File: src/inc/urb_pkg.sv
/*
 * urb_pkg: register map, field positions, reset values, frame constants and
 * the types shared by the receive-buffer block.
 * Assumes a single 10 MHz system clock and a 32-bit Avalon-MM slave port.
 */
`default_nettype none
package urb_pkg;
    localparam int unsigned MCLK_HZ = 10_000_000;
    localparam int unsigned MCLK_PERIOD_NS = 100;

    // byte addresses of the word registers
    localparam logic [4:0] ADDR_CSA = 5'h00;
    localparam logic [4:0] ADDR_CSB = 5'h04;
    localparam logic [4:0] ADDR_CSC = 5'h08;
    localparam logic [4:0] ADDR_DATA = 5'h0C;
    localparam logic [4:0] ADDR_BAUD = 5'h10;

    // ctrl_status_a fields
    localparam int CSA_RXC = 7;
    localparam int CSA_FE = 4;
    localparam int CSA_DOR = 3;
    localparam int CSA_PE = 2;
    // ctrl_status_b fields
    localparam int CSB_RXCIE = 7;
    localparam int CSB_RXEN = 4;
    localparam int CSB_SZ2 = 2;
    localparam int CSB_RXB8 = 1;
    // ctrl_status_c fields
    localparam int CSC_PEN = 5;
    localparam int CSC_PODD = 4;
    localparam int CSC_SBS = 3;
    localparam int CSC_SZ1 = 2;
    localparam int CSC_SZ0 = 1;

    localparam logic [2:0] SZ_9BIT = 3'h7;
    localparam logic [2:0] SZ_8BIT = 3'h3;
    localparam logic [3:0] NBITS_MIN = 4'h5;
    localparam logic [3:0] NBITS_8 = 4'h8;
    localparam logic [3:0] NBITS_MAX = 4'h9;

    // oversampling: samples per bit and the three voting samples
    localparam logic [4:0] SAMP_A = 5'h08;
    localparam logic [4:0] SAMP_B = 5'h09;
    localparam logic [4:0] SAMP_C = 5'h0A;
    localparam logic [4:0] SAMP_END = 5'h10;
    localparam logic [4:0] SAMP_FIRST = 5'h01;

    localparam logic [1:0] FIFO_FULL = 2'h2;
    localparam logic [11:0] BAUD_RST = 12'h040;
    localparam logic [2:0] SYNC_IDLE = 3'h7;

    typedef enum logic [2:0] {URB_IDLE, URB_START, URB_DATA, URB_PAR, URB_STOP} urb_rxst_e;

    typedef struct packed {
        logic [7:0] data;
        logic b8;
        logic fe;
        logic dor;
        logic pe;
    } urb_entry_s;

    typedef struct packed {
        logic [4:0] address;
        logic read;
        logic write;
        logic [31:0] writedata;
        logic [3:0] byteenable;
    } urb_avs_req_s;

    typedef struct packed {
        logic [31:0] readdata;
        logic waitrequest;
    } urb_avs_rsp_s;

    typedef struct packed {
        logic [2:0] sync;
        logic rx_lvl;
        logic rx_prev;
        logic [11:0] div_cnt;
        logic [11:0] baud_div;
        logic rx_en;
        logic rxcie;
        logic pen;
        logic podd;
        logic sbs;
        logic [2:0] sz;
        urb_rxst_e st;
        logic [4:0] samp;
        logic [1:0] votes;
        logic [3:0] nbits;
        logic [8:0] shreg;
        logic par_bit;
        logic hold_v;
        urb_entry_s hold;
        logic dor_pend;
        urb_entry_s [1:0] fifo;
        logic [1:0] cnt;
        logic rd_ack;
        logic [11:0] rdata;
    } urb_state_s;
endpackage
`default_nettype wire

File: src/logic/urb_rx_buffer.sv
/*
 * urb_rx_buffer: serial receiver with majority-vote sampling, a two-entry
 * receive FIFO holding data, ninth bit and error status, and an Avalon-MM
 * register slave with one wait state on reads.
 * Assumes rxd_pin is asynchronous, glob_irq_en comes from the CPU core.
 */
`timescale 1ns/100ps
`default_nettype none
module urb_rx_buffer
    import urb_pkg::*;
(
    input wire logic mclk,
    input wire logic rst_n,
    input wire logic rxd_pin,
    input wire logic glob_irq_en,
    input wire urb_avs_req_s avs_req,
    output urb_avs_rsp_s avs_rsp,
    output logic rx_pin_owned,
    output logic rx_irq
);
    urb_state_s r;
    urb_state_s n;
    urb_entry_s e;
    logic tick;
    logic fall;
    logic pop;
    logic bitv;
    logic [4:0] sn;
    logic [3:0] need;
    logic [8:0] aligned;

    function automatic logic [3:0] nbits_of(input logic [2:0] sz);
        if (sz == SZ_9BIT) begin
            return NBITS_MAX;
        end else if (sz <= SZ_8BIT) begin
            return NBITS_MIN + {1'b0, sz};
        end
        return NBITS_8;
    endfunction

    function automatic logic maj3(input logic [2:0] v);
        return (v[0] & v[1]) | (v[0] & v[2]) | (v[1] & v[2]);
    endfunction

    function automatic logic [11:0] readback(input urb_state_s s, input logic [4:0] a);
        logic [11:0] d;
        d = '0;
        case (a)
            ADDR_CSA: begin
                d[CSA_RXC] = (s.cnt != 2'h0);
                d[CSA_FE] = s.fifo[0].fe;
                d[CSA_DOR] = s.fifo[0].dor;
                d[CSA_PE] = s.fifo[0].pe & s.pen;
            end
            ADDR_CSB: begin
                d[CSB_RXCIE] = s.rxcie;
                d[CSB_RXEN] = s.rx_en;
                d[CSB_SZ2] = s.sz[2];
                d[CSB_RXB8] = s.fifo[0].b8;
            end
            ADDR_CSC: begin
                d[CSC_PEN] = s.pen;
                d[CSC_PODD] = s.podd;
                d[CSC_SBS] = s.sbs;
                d[CSC_SZ1] = s.sz[1];
                d[CSC_SZ0] = s.sz[0];
            end
            ADDR_DATA: begin
                if (s.cnt != 2'h0) begin
                    d[7:0] = s.fifo[0].data;
                end
            end
            ADDR_BAUD: d = s.baud_div;
            default: d = '0;
        endcase
        return d;
    endfunction

    always_comb begin
        n = r;
        e = r.hold;
        tick = 1'b0;
        need = nbits_of(r.sz);
        aligned = r.shreg >> (NBITS_MAX - need);
        // only stages two and three are compared; stage one is metastable
        n.sync = {r.sync[1:0], rxd_pin};
        if (r.sync[1] == r.sync[2]) begin
            n.rx_lvl = r.sync[2];
        end
        n.rx_prev = r.rx_lvl;
        fall = r.rx_prev & ~r.rx_lvl;
        bitv = maj3({r.votes, r.rx_lvl});
        sn = r.samp + 5'h01;

        // register slave: one wait state so read data comes from a flop
        n.rd_ack = avs_req.read & ~r.rd_ack;
        if (avs_req.read && !r.rd_ack) begin
            n.rdata = readback(r, avs_req.address);
        end
        // pop with the data latch, so a frame landing mid-read is never popped unseen
        pop = avs_req.read & ~r.rd_ack & (avs_req.address == ADDR_DATA)
            & (r.cnt != 2'h0);
        if (avs_req.write && avs_req.byteenable[0]) begin
            case (avs_req.address)
                ADDR_CSB: begin
                    n.rxcie = avs_req.writedata[CSB_RXCIE];
                    n.rx_en = avs_req.writedata[CSB_RXEN];
                    n.sz[2] = avs_req.writedata[CSB_SZ2];
                end
                ADDR_CSC: begin
                    n.pen = avs_req.writedata[CSC_PEN];
                    n.podd = avs_req.writedata[CSC_PODD];
                    n.sbs = avs_req.writedata[CSC_SBS];
                    n.sz[1:0] = avs_req.writedata[CSC_SZ1:CSC_SZ0];
                end
                ADDR_BAUD: n.baud_div[7:0] = avs_req.writedata[7:0];
                // status a holds no writable bits: error flags ignore writes
                default: n.rxcie = n.rxcie;
            endcase
        end
        if (avs_req.write && avs_req.byteenable[1] && avs_req.address == ADDR_BAUD) begin
            n.baud_div[11:8] = avs_req.writedata[11:8];
        end

        // oversampling divider
        if (r.div_cnt >= r.baud_div) begin
            tick = 1'b1;
            n.div_cnt = '0;
        end else begin
            n.div_cnt = r.div_cnt + 12'h001;
        end

        // head pop on data read, in the wait-state cycle that latches the data
        if (pop) begin
            n.fifo[0] = r.fifo[1];
            n.fifo[1] = '0;
            n.cnt = r.cnt - 2'h1;
        end
        // waiting frame moves into the buffer as soon as there is room
        if (r.hold_v && n.cnt != FIFO_FULL) begin
            e = r.hold;
            e.dor = r.dor_pend;
            n.fifo[n.cnt[0]] = e;
            n.cnt = n.cnt + 2'h1;
            n.hold_v = 1'b0;
            n.dor_pend = 1'b0;
        end

        unique case (r.st)
            URB_IDLE: begin
                if (fall) begin
                    // restart the divider so samples line up with the edge
                    n.st = URB_START;
                    n.samp = SAMP_FIRST;
                    n.div_cnt = '0;
                end
            end
            URB_START, URB_DATA, URB_PAR, URB_STOP: begin
                if (tick) begin
                    n.samp = sn;
                    if (sn == SAMP_A || sn == SAMP_B) begin
                        n.votes = {r.votes[0], r.rx_lvl};
                    end
                    if (sn == SAMP_C) begin
                        if (r.st == URB_START) begin
                            if (bitv) begin
                                n.st = URB_IDLE;
                            end else if (n.hold_v && n.cnt == FIFO_FULL) begin
                                // shifter is about to be reused: waiting frame is lost
                                n.dor_pend = 1'b1;
                                n.hold_v = 1'b0;
                            end
                        end else if (r.st == URB_DATA) begin
                            n.shreg = {bitv, r.shreg[8:1]};
                            n.nbits = r.nbits + 4'h1;
                        end else if (r.st == URB_PAR) begin
                            n.par_bit = bitv;
                        end else begin
                            // first stop bit ends the frame; no wait for a second
                            n.hold.data = aligned[7:0];
                            n.hold.b8 = (r.sz == SZ_9BIT) & aligned[8];
                            n.hold.fe = ~bitv;
                            n.hold.dor = 1'b0;
                            n.hold.pe = r.pen & (r.par_bit ^ (^aligned) ^ r.podd);
                            n.hold_v = 1'b1;
                            n.st = URB_IDLE;
                        end
                    end
                    if (sn == SAMP_END) begin
                        n.samp = '0;
                        if (r.st == URB_START) begin
                            n.st = URB_DATA;
                            n.nbits = '0;
                            n.shreg = '0;
                        end else if (r.st == URB_DATA && r.nbits == need) begin
                            n.st = r.pen ? URB_PAR : URB_STOP;
                        end else if (r.st == URB_PAR) begin
                            n.st = URB_STOP;
                        end
                    end
                end
            end
        endcase

        // disable acts at once and drops everything, pending frame included
        if (!n.rx_en) begin
            n.st = URB_IDLE;
            n.samp = '0;
            n.cnt = '0;
            n.fifo = '0;
            n.hold_v = 1'b0;
            n.dor_pend = 1'b0;
        end
        if (!rst_n) begin
            n = '0;
            n.sync = SYNC_IDLE;
            n.rx_lvl = 1'b1;
            n.rx_prev = 1'b1;
            n.baud_div = BAUD_RST;
        end
    end

    always_ff @(posedge mclk) begin
        r <= n;
    end

    always_comb begin
        avs_rsp.readdata = {20'h00000, r.rdata};
        avs_rsp.waitrequest = avs_req.read & ~r.rd_ack;
        rx_pin_owned = r.rx_en;
        // error flags deliberately kept out of the request
        rx_irq = (r.cnt != 2'h0) & r.rxcie & glob_irq_en;
    end

    rxc_clear_a: assert property (@(posedge mclk) disable iff (!rst_n)
        (pop && r.cnt == 2'h1 && !r.hold_v && r.st != URB_STOP) |=> r.cnt == 2'h0)
        else $error("flag still set after last entry read");
    rxc_set_a: assert property (@(posedge mclk) disable iff (!rst_n)
        (r.hold_v && r.rx_en && r.cnt == 2'h0 && !pop) ##1 r.rx_en |-> r.cnt == 2'h1)
        else $error("flag not set after frame stored");
    buf_flush_a: assert property (@(posedge mclk) disable iff (!rst_n)
        (avs_req.write && avs_req.byteenable[0] && avs_req.address == ADDR_CSB
         && !avs_req.writedata[CSB_RXEN]) |=> (r.cnt == 2'h0 && !r.hold_v && !rx_irq))
        else $error("buffer not flushed on disable");
    irq_level_a: assert property (@(posedge mclk) disable iff (!rst_n)
        (r.cnt != 2'h0 && r.rxcie && glob_irq_en) [*2] |-> rx_irq)
        else $error("interrupt dropped while flag set");
    err_noirq_a: assert property (@(posedge mclk) disable iff (!rst_n)
        ((r.cnt == 2'h0 || !r.rxcie)
         && (r.fifo[0].fe || r.fifo[0].dor || r.fifo[0].pe || r.dor_pend)) |-> !rx_irq)
        else $error("error flag raised interrupt");
    err_write_a: assert property (@(posedge mclk) disable iff (!rst_n)
        (avs_req.write && avs_req.address == ADDR_CSA && !pop && r.cnt != 2'h0)
        |=> $stable(r.fifo[0]))
        else $error("status write altered error flags");
    pe_off_a: assert property (@(posedge mclk) disable iff (!rst_n)
        (avs_req.read && !r.rd_ack && avs_req.address == ADDR_CSA && !r.pen)
        |=> !r.rdata[CSA_PE])
        else $error("parity error visible while parity off");
    empty_read_a: assert property (@(posedge mclk) disable iff (!rst_n)
        (avs_req.read && !r.rd_ack && avs_req.address == ADDR_DATA && r.cnt == 2'h0
         && !r.hold_v && r.st != URB_STOP)
        |=> (r.cnt == 2'h0 && $stable(r.dor_pend)))
        else $error("empty read changed buffer");
    off_idle_a: assert property (@(posedge mclk) disable iff (!rst_n)
        $fell(r.rx_en) |-> (r.st == URB_IDLE && !rx_pin_owned))
        else $error("receiver still active after disable");
    dor_clear_a: assert property (@(posedge mclk) disable iff (!rst_n)
        (r.hold_v && r.cnt != FIFO_FULL && r.rx_en) |=> !r.dor_pend)
        else $error("overrun not cleared on transfer");
    ovr_set_a: assert property (@(posedge mclk) disable iff (!rst_n)
        (r.st == URB_START && tick && sn == SAMP_C && !bitv && r.hold_v
         && r.cnt == FIFO_FULL && !pop && r.rx_en) |=> (r.dor_pend && !r.hold_v))
        else $error("overrun not raised");
    start_rej_a: assert property (@(posedge mclk) disable iff (!rst_n)
        (r.st == URB_START && tick && sn == SAMP_C && bitv) |=> r.st == URB_IDLE)
        else $error("noise spike accepted as start");
    stop_store_a: assert property (@(posedge mclk) disable iff (!rst_n)
        (r.st == URB_STOP && tick && sn == SAMP_C && r.rx_en)
        |=> (r.hold_v && r.st != URB_STOP && r.hold.fe == !$past(bitv)))
        else $error("frame not stored at first stop bit");
    read_wait_a: assert property (@(posedge mclk) disable iff (!rst_n)
        (avs_req.read && !r.rd_ack) |=> (!avs_rsp.waitrequest || !avs_req.read))
        else $error("read not answered after one wait state");
endmodule
`default_nettype wire

File: config.mk
export PLATFORM = sky130hd
export DESIGN_NAME = urb_rx_buffer
export DESIGN_NICKNAME = d
export VERILOG_FILES = /design/src/inc/urb_pkg.sv /design/src/logic/urb_rx_buffer.sv
export SDC_FILE = /design/constraint.sdc
export NUM_CORES = 1
export LEC_CHECK = 0
export ABC_CLOCK_PERIOD_IN_PS = 3840
export BUFFER_PORTS_ARGS = -buffer_cell sky130_fd_sc_hd__buf_2
export CORE_ASPECT_RATIO = 1.2
export CORE_MARGIN = 5
export CORE_UTILIZATION = 60
export CTS_BUF_LIST = sky130_fd_sc_hd__clkbuf_8
export CTS_CLUSTER_DIAMETER = 40
export DETAILED_ROUTE_END_ITERATION = 16
export PLACE_DENSITY = 0.86
export SLEW_MARGIN = 20
export SYNTH_ARGS = -nofsm -noshare
export SYNTH_HDL_FRONTEND = slang
export SYNTH_SLANG_ARGS = --single-unit
File: constraint.sdc
create_clock -name mclk -period 3.84 [get_ports mclk]
set_input_delay 0.576 -clock mclk [delete_from_list [all_inputs] [get_ports mclk]]
set_output_delay 0.576 -clock mclk [all_outputs]
set_load 0.03 [all_outputs]
==> results.py <==
metrics = {
    "run_status": {
        "status": "finished, final reports clean",
    },
    "worst_setup_path": {
        "cp-endpoint": "r[40]$_SDFFE_PN0P_",
        "path_max_fanout": 12,
        "r2r_setup_slack_ns": 0.57,
        "required_ns": 4.17,
        "end_kind": "register",
        "start_kind": "register",
        "r2r-start": "r[77]$_SDFFE_PN0P_",
        "ff2ff_path_depth": 11,
        "regToRegEndpoint": "r[40]$_SDFFE_PN0P_",
        "worst-setup-path-type": "register to register",
        "setup.worst_path.start": "r[77]$_SDFFE_PN0P_",
        "crit_arrival_ns": 3.60,
    },
    "cts": {
        "cts_buffer_depth": 2,
        "insertion_delay_ns": 0.45,
        "tritoncts": "done",
        "cts_max_level": 4,
        "post-cts-setup-buffers": 0,
        "root_buffer": "clkbuf_8",
        "cts-resized-gates": 0,
        "cts.sinks": 113,
        "path_clk_slew_ns": 0.07,
        "cts_buffers": 17,
        "postCtsHoldBufs": 0,
    },
    "detailed_routing": {
        "avgRoutedWirePerCell_um": 16.26,
        "wl_um": 14700,
        "dr.pass1.iters": 5,
        "via_count": 5442,
        "drc": 0,
        "first_iter_violations": 341,
        "ant_nets": 0,
        "drt-vias-per-instance": 6.020,
    },
    "floorplan": {
        "core_region_area_um2": 10110,
        "fp.dieH_um": 121.7,
        "die-area_um2": 12550,
        "start_util_pct": 61.71,
        "num_rows": 40,
        "die_w_um": 103.1,
        "pin_count": 82,
    },
    "layout": {
        "area_growth_pct": 6.799,
        "layout.nets": 834,
        "final_cell_mix": "dfxtp_1 (113), nand2_1 (82), nand3_1 (60), nor2_1 (56), buf_2 (39)",
        "num_antenna_cells": 0,
        "mostFrequentLayoutCell": "dfxtp_1",
        "n_fill_cell": 818,
        "drive_gt1_share_pct": 12.08,
    },
    "yosys": {
        "synth.avg_cell_area_um2": 8.252,
        "yosysTopAreaCell": "dfxtp_1",
        "synth_seq_area_share_pct": 36.26,
        "syn_inst": 756,
        "synth_edf_count": 0,
        "yosysWarnings": 0,
        "netlist.area_leader.share_pct": 36.26,
        "synthTopCellsByArea": "dfxtp_1 (36%), mux2i_1 (5.0%), nand2_1 (4.9%), nand3_1 (4.8%), ha_1 (4.4%)",
        "ys_async_sr_fraction_pct": 0,
        "syn_area_um2": 6238,
        "synthFlopType": "dfxtp_1",
        "yosys.cell_types.count": 68,
        "synth.ff_latch_count": 113,
    },
    "timing": {
        "finalHoldViolations": 0,
        "setup_viol": 0,
        "finalClockSkew_ns": 0.01291,
        "slew_headroom_pct": 48.16,
        "drv_slew": 0,
        "fin_crit_ns": 3.269,
        "fmax_mhz": 305.9,
        "rsz0062_at_grt": "no",
        "fin_crit_sh_pct": 85.14,
        "tns_ns": 0,
        "tightest_slew_ns": 0.7776,
    },
    "job": {
        "max_cap_violations": 0,
    },
    "grt": {
        "grtUsageTotal_pct": 24.50,
        "grt_pass1_wl_um": 24670,
        "grt_max_degree": 56,
        "antenna_found_initial": 0,
        "grt_overflow": 0,
        "grt_pass1_vias": 5310,
    },
    "power_and_ir_drop": {
        "totalPowerFinal_uw": 2433,
        "power.leakage_uw": 0.002630,
        "power-per-cell-area_nw_per_um2": 365.2,
        "irDropWorstVdd_mv": 0.1943,
    },
    "placed_design": {
        "gp_congestion": 0.8839,
        "port_buffers": 39,
        "dp_hpwl_um": 10430,
    },
    "worst_hold_path": {
        "hold_class": "input port to register",
    },
}
## critical path, stage by stage (launching register included)
cell      delay, ns
dfxtp_1        0.41
ha_1           0.42
o21a_2         0.32
clkinv_4       0.16
ha_1           0.53
inv_1          0.18
a211oi_1       0.27
a31oi_1        0.10
xor2_1         0.18
xnor2_1        0.17
a211oi_1       0.31
o31ai_2        0.10
## final cells by class
class / instances / area, µm² / area share [%]
clock buffers: 19 / 261.5 / 3.925
repair buffers: 48 / 262.8 / 3.944
well taps: 126 / 157.7 / 2.366
multi-input cells: 559 / 3477 / 52.19
flip-flops and latches: 113 / 2262 / 33.95
clock inverters: 13 / 138.9 / 2.085
inverters: 26 / 102.6 / 1.540
## report_power, final
group          switching, µW  leakage (µW)  internal (µW)
registers               9.17      0.000913           1180
clock network            506      0.000195            608
logic                   90.2       0.00152           38.2
total                    605       0.00263           1830
## routing by layer
layer / up-vias / share of wire [%] / GRT usage [%]
met5: - / 0 / 0
met4: 0 / 4.1 / 12.63
met3: 57 / 7.3 / 6.128
met2: 237 / 51 / 42.94
met1: 2525 / 38 / 26.82
li1: 2623 / - / -
## worst min path at each step
stage                       from           endpoint  cells after the start
5_1_grt                  rxd_pin  r[111]$_SDFF_PN1_                      2
2_1_floorplan  r[111]$_SDFF_PN1_  r[112]$_SDFF_PN1_                      1
6_report                 rxd_pin  r[111]$_SDFF_PN1_                      2
3_3_place_gp   r[111]$_SDFF_PN1_  r[112]$_SDFF_PN1_                      1
3_5_place_dp   r[111]$_SDFF_PN1_  r[112]$_SDFF_PN1_                      1
4_1_cts                  rxd_pin  r[111]$_SDFF_PN1_                      2
## synthesized netlist by cell type, types with 9 or more instances
| library cell | count |
|---|---|
| a311oi_1 | 13 |
| and2_1 | 10 |
| a31oi_1 | 9 |
| dfxtp_1 | 113 |
| a21oi_1 | 30 |
| ha_1 | 22 |
| and3_1 | 14 |
| nand4_1 | 9 |
| mux2i_1 | 31 |
| xor2_1 | 13 |
| nor2_1 | 56 |
| nand3_1 | 60 |
| nor3_1 | 10 |
| nor2b_1 | 26 |
| nand2_1 | 82 |
| a21boi_0 | 23 |
| buf_4 | 33 |
| clkbuf_1 | 28 |
| xnor2_1 | 10 |
| o21ai_0 | 24 |
| inv_1 | 25 |
| nand2b_1 | 13 |
## registers in the layout, summed over array words and instances, names as in the netlist
signal and count:
r 100, avs_rsp 12, rx_pin_owned 1
## per-stage QoR
stage	worst slack (ns)	cells	area, µm²	util [%]	hold slack, ns
floorplan	0.9405	775	6310	-	0.3863
global placement	0.7242	872	6262	61.94	0.4010
detailed placement	0.6204	872	6262	61.94	0.3959
CTS	0.6009	904	6663	65.90	0.3081
global route	0.3096	904	6663	65.90	0.3057
finish	0.5706	904	6663	65.90	0.3122
## cell families (layout without fill, tap and decap cells)
| group | Yosys count | count (layout) | synth area share [%] |
|---|---|---|---|
| adder cells (fa/ha/maj) | 23 | 23 | 4.573 |
| other | 1 | 20 | 0.06011 |
| multiplexers | 32 | 32 | 5.335 |
| XOR/XNOR | 23 | 23 | 3.229 |
| AND/OR/NAND/NOR | 310 | 310 | 24.77 |
| flip-flops | 113 | 113 | 36.26 |
| buffers and inverters | 103 | 106 | 9.145 |
| AO/OA/AOI/OAI | 151 | 151 | 16.63 |
No activity file was read; power rests on OpenSTA's default activity.
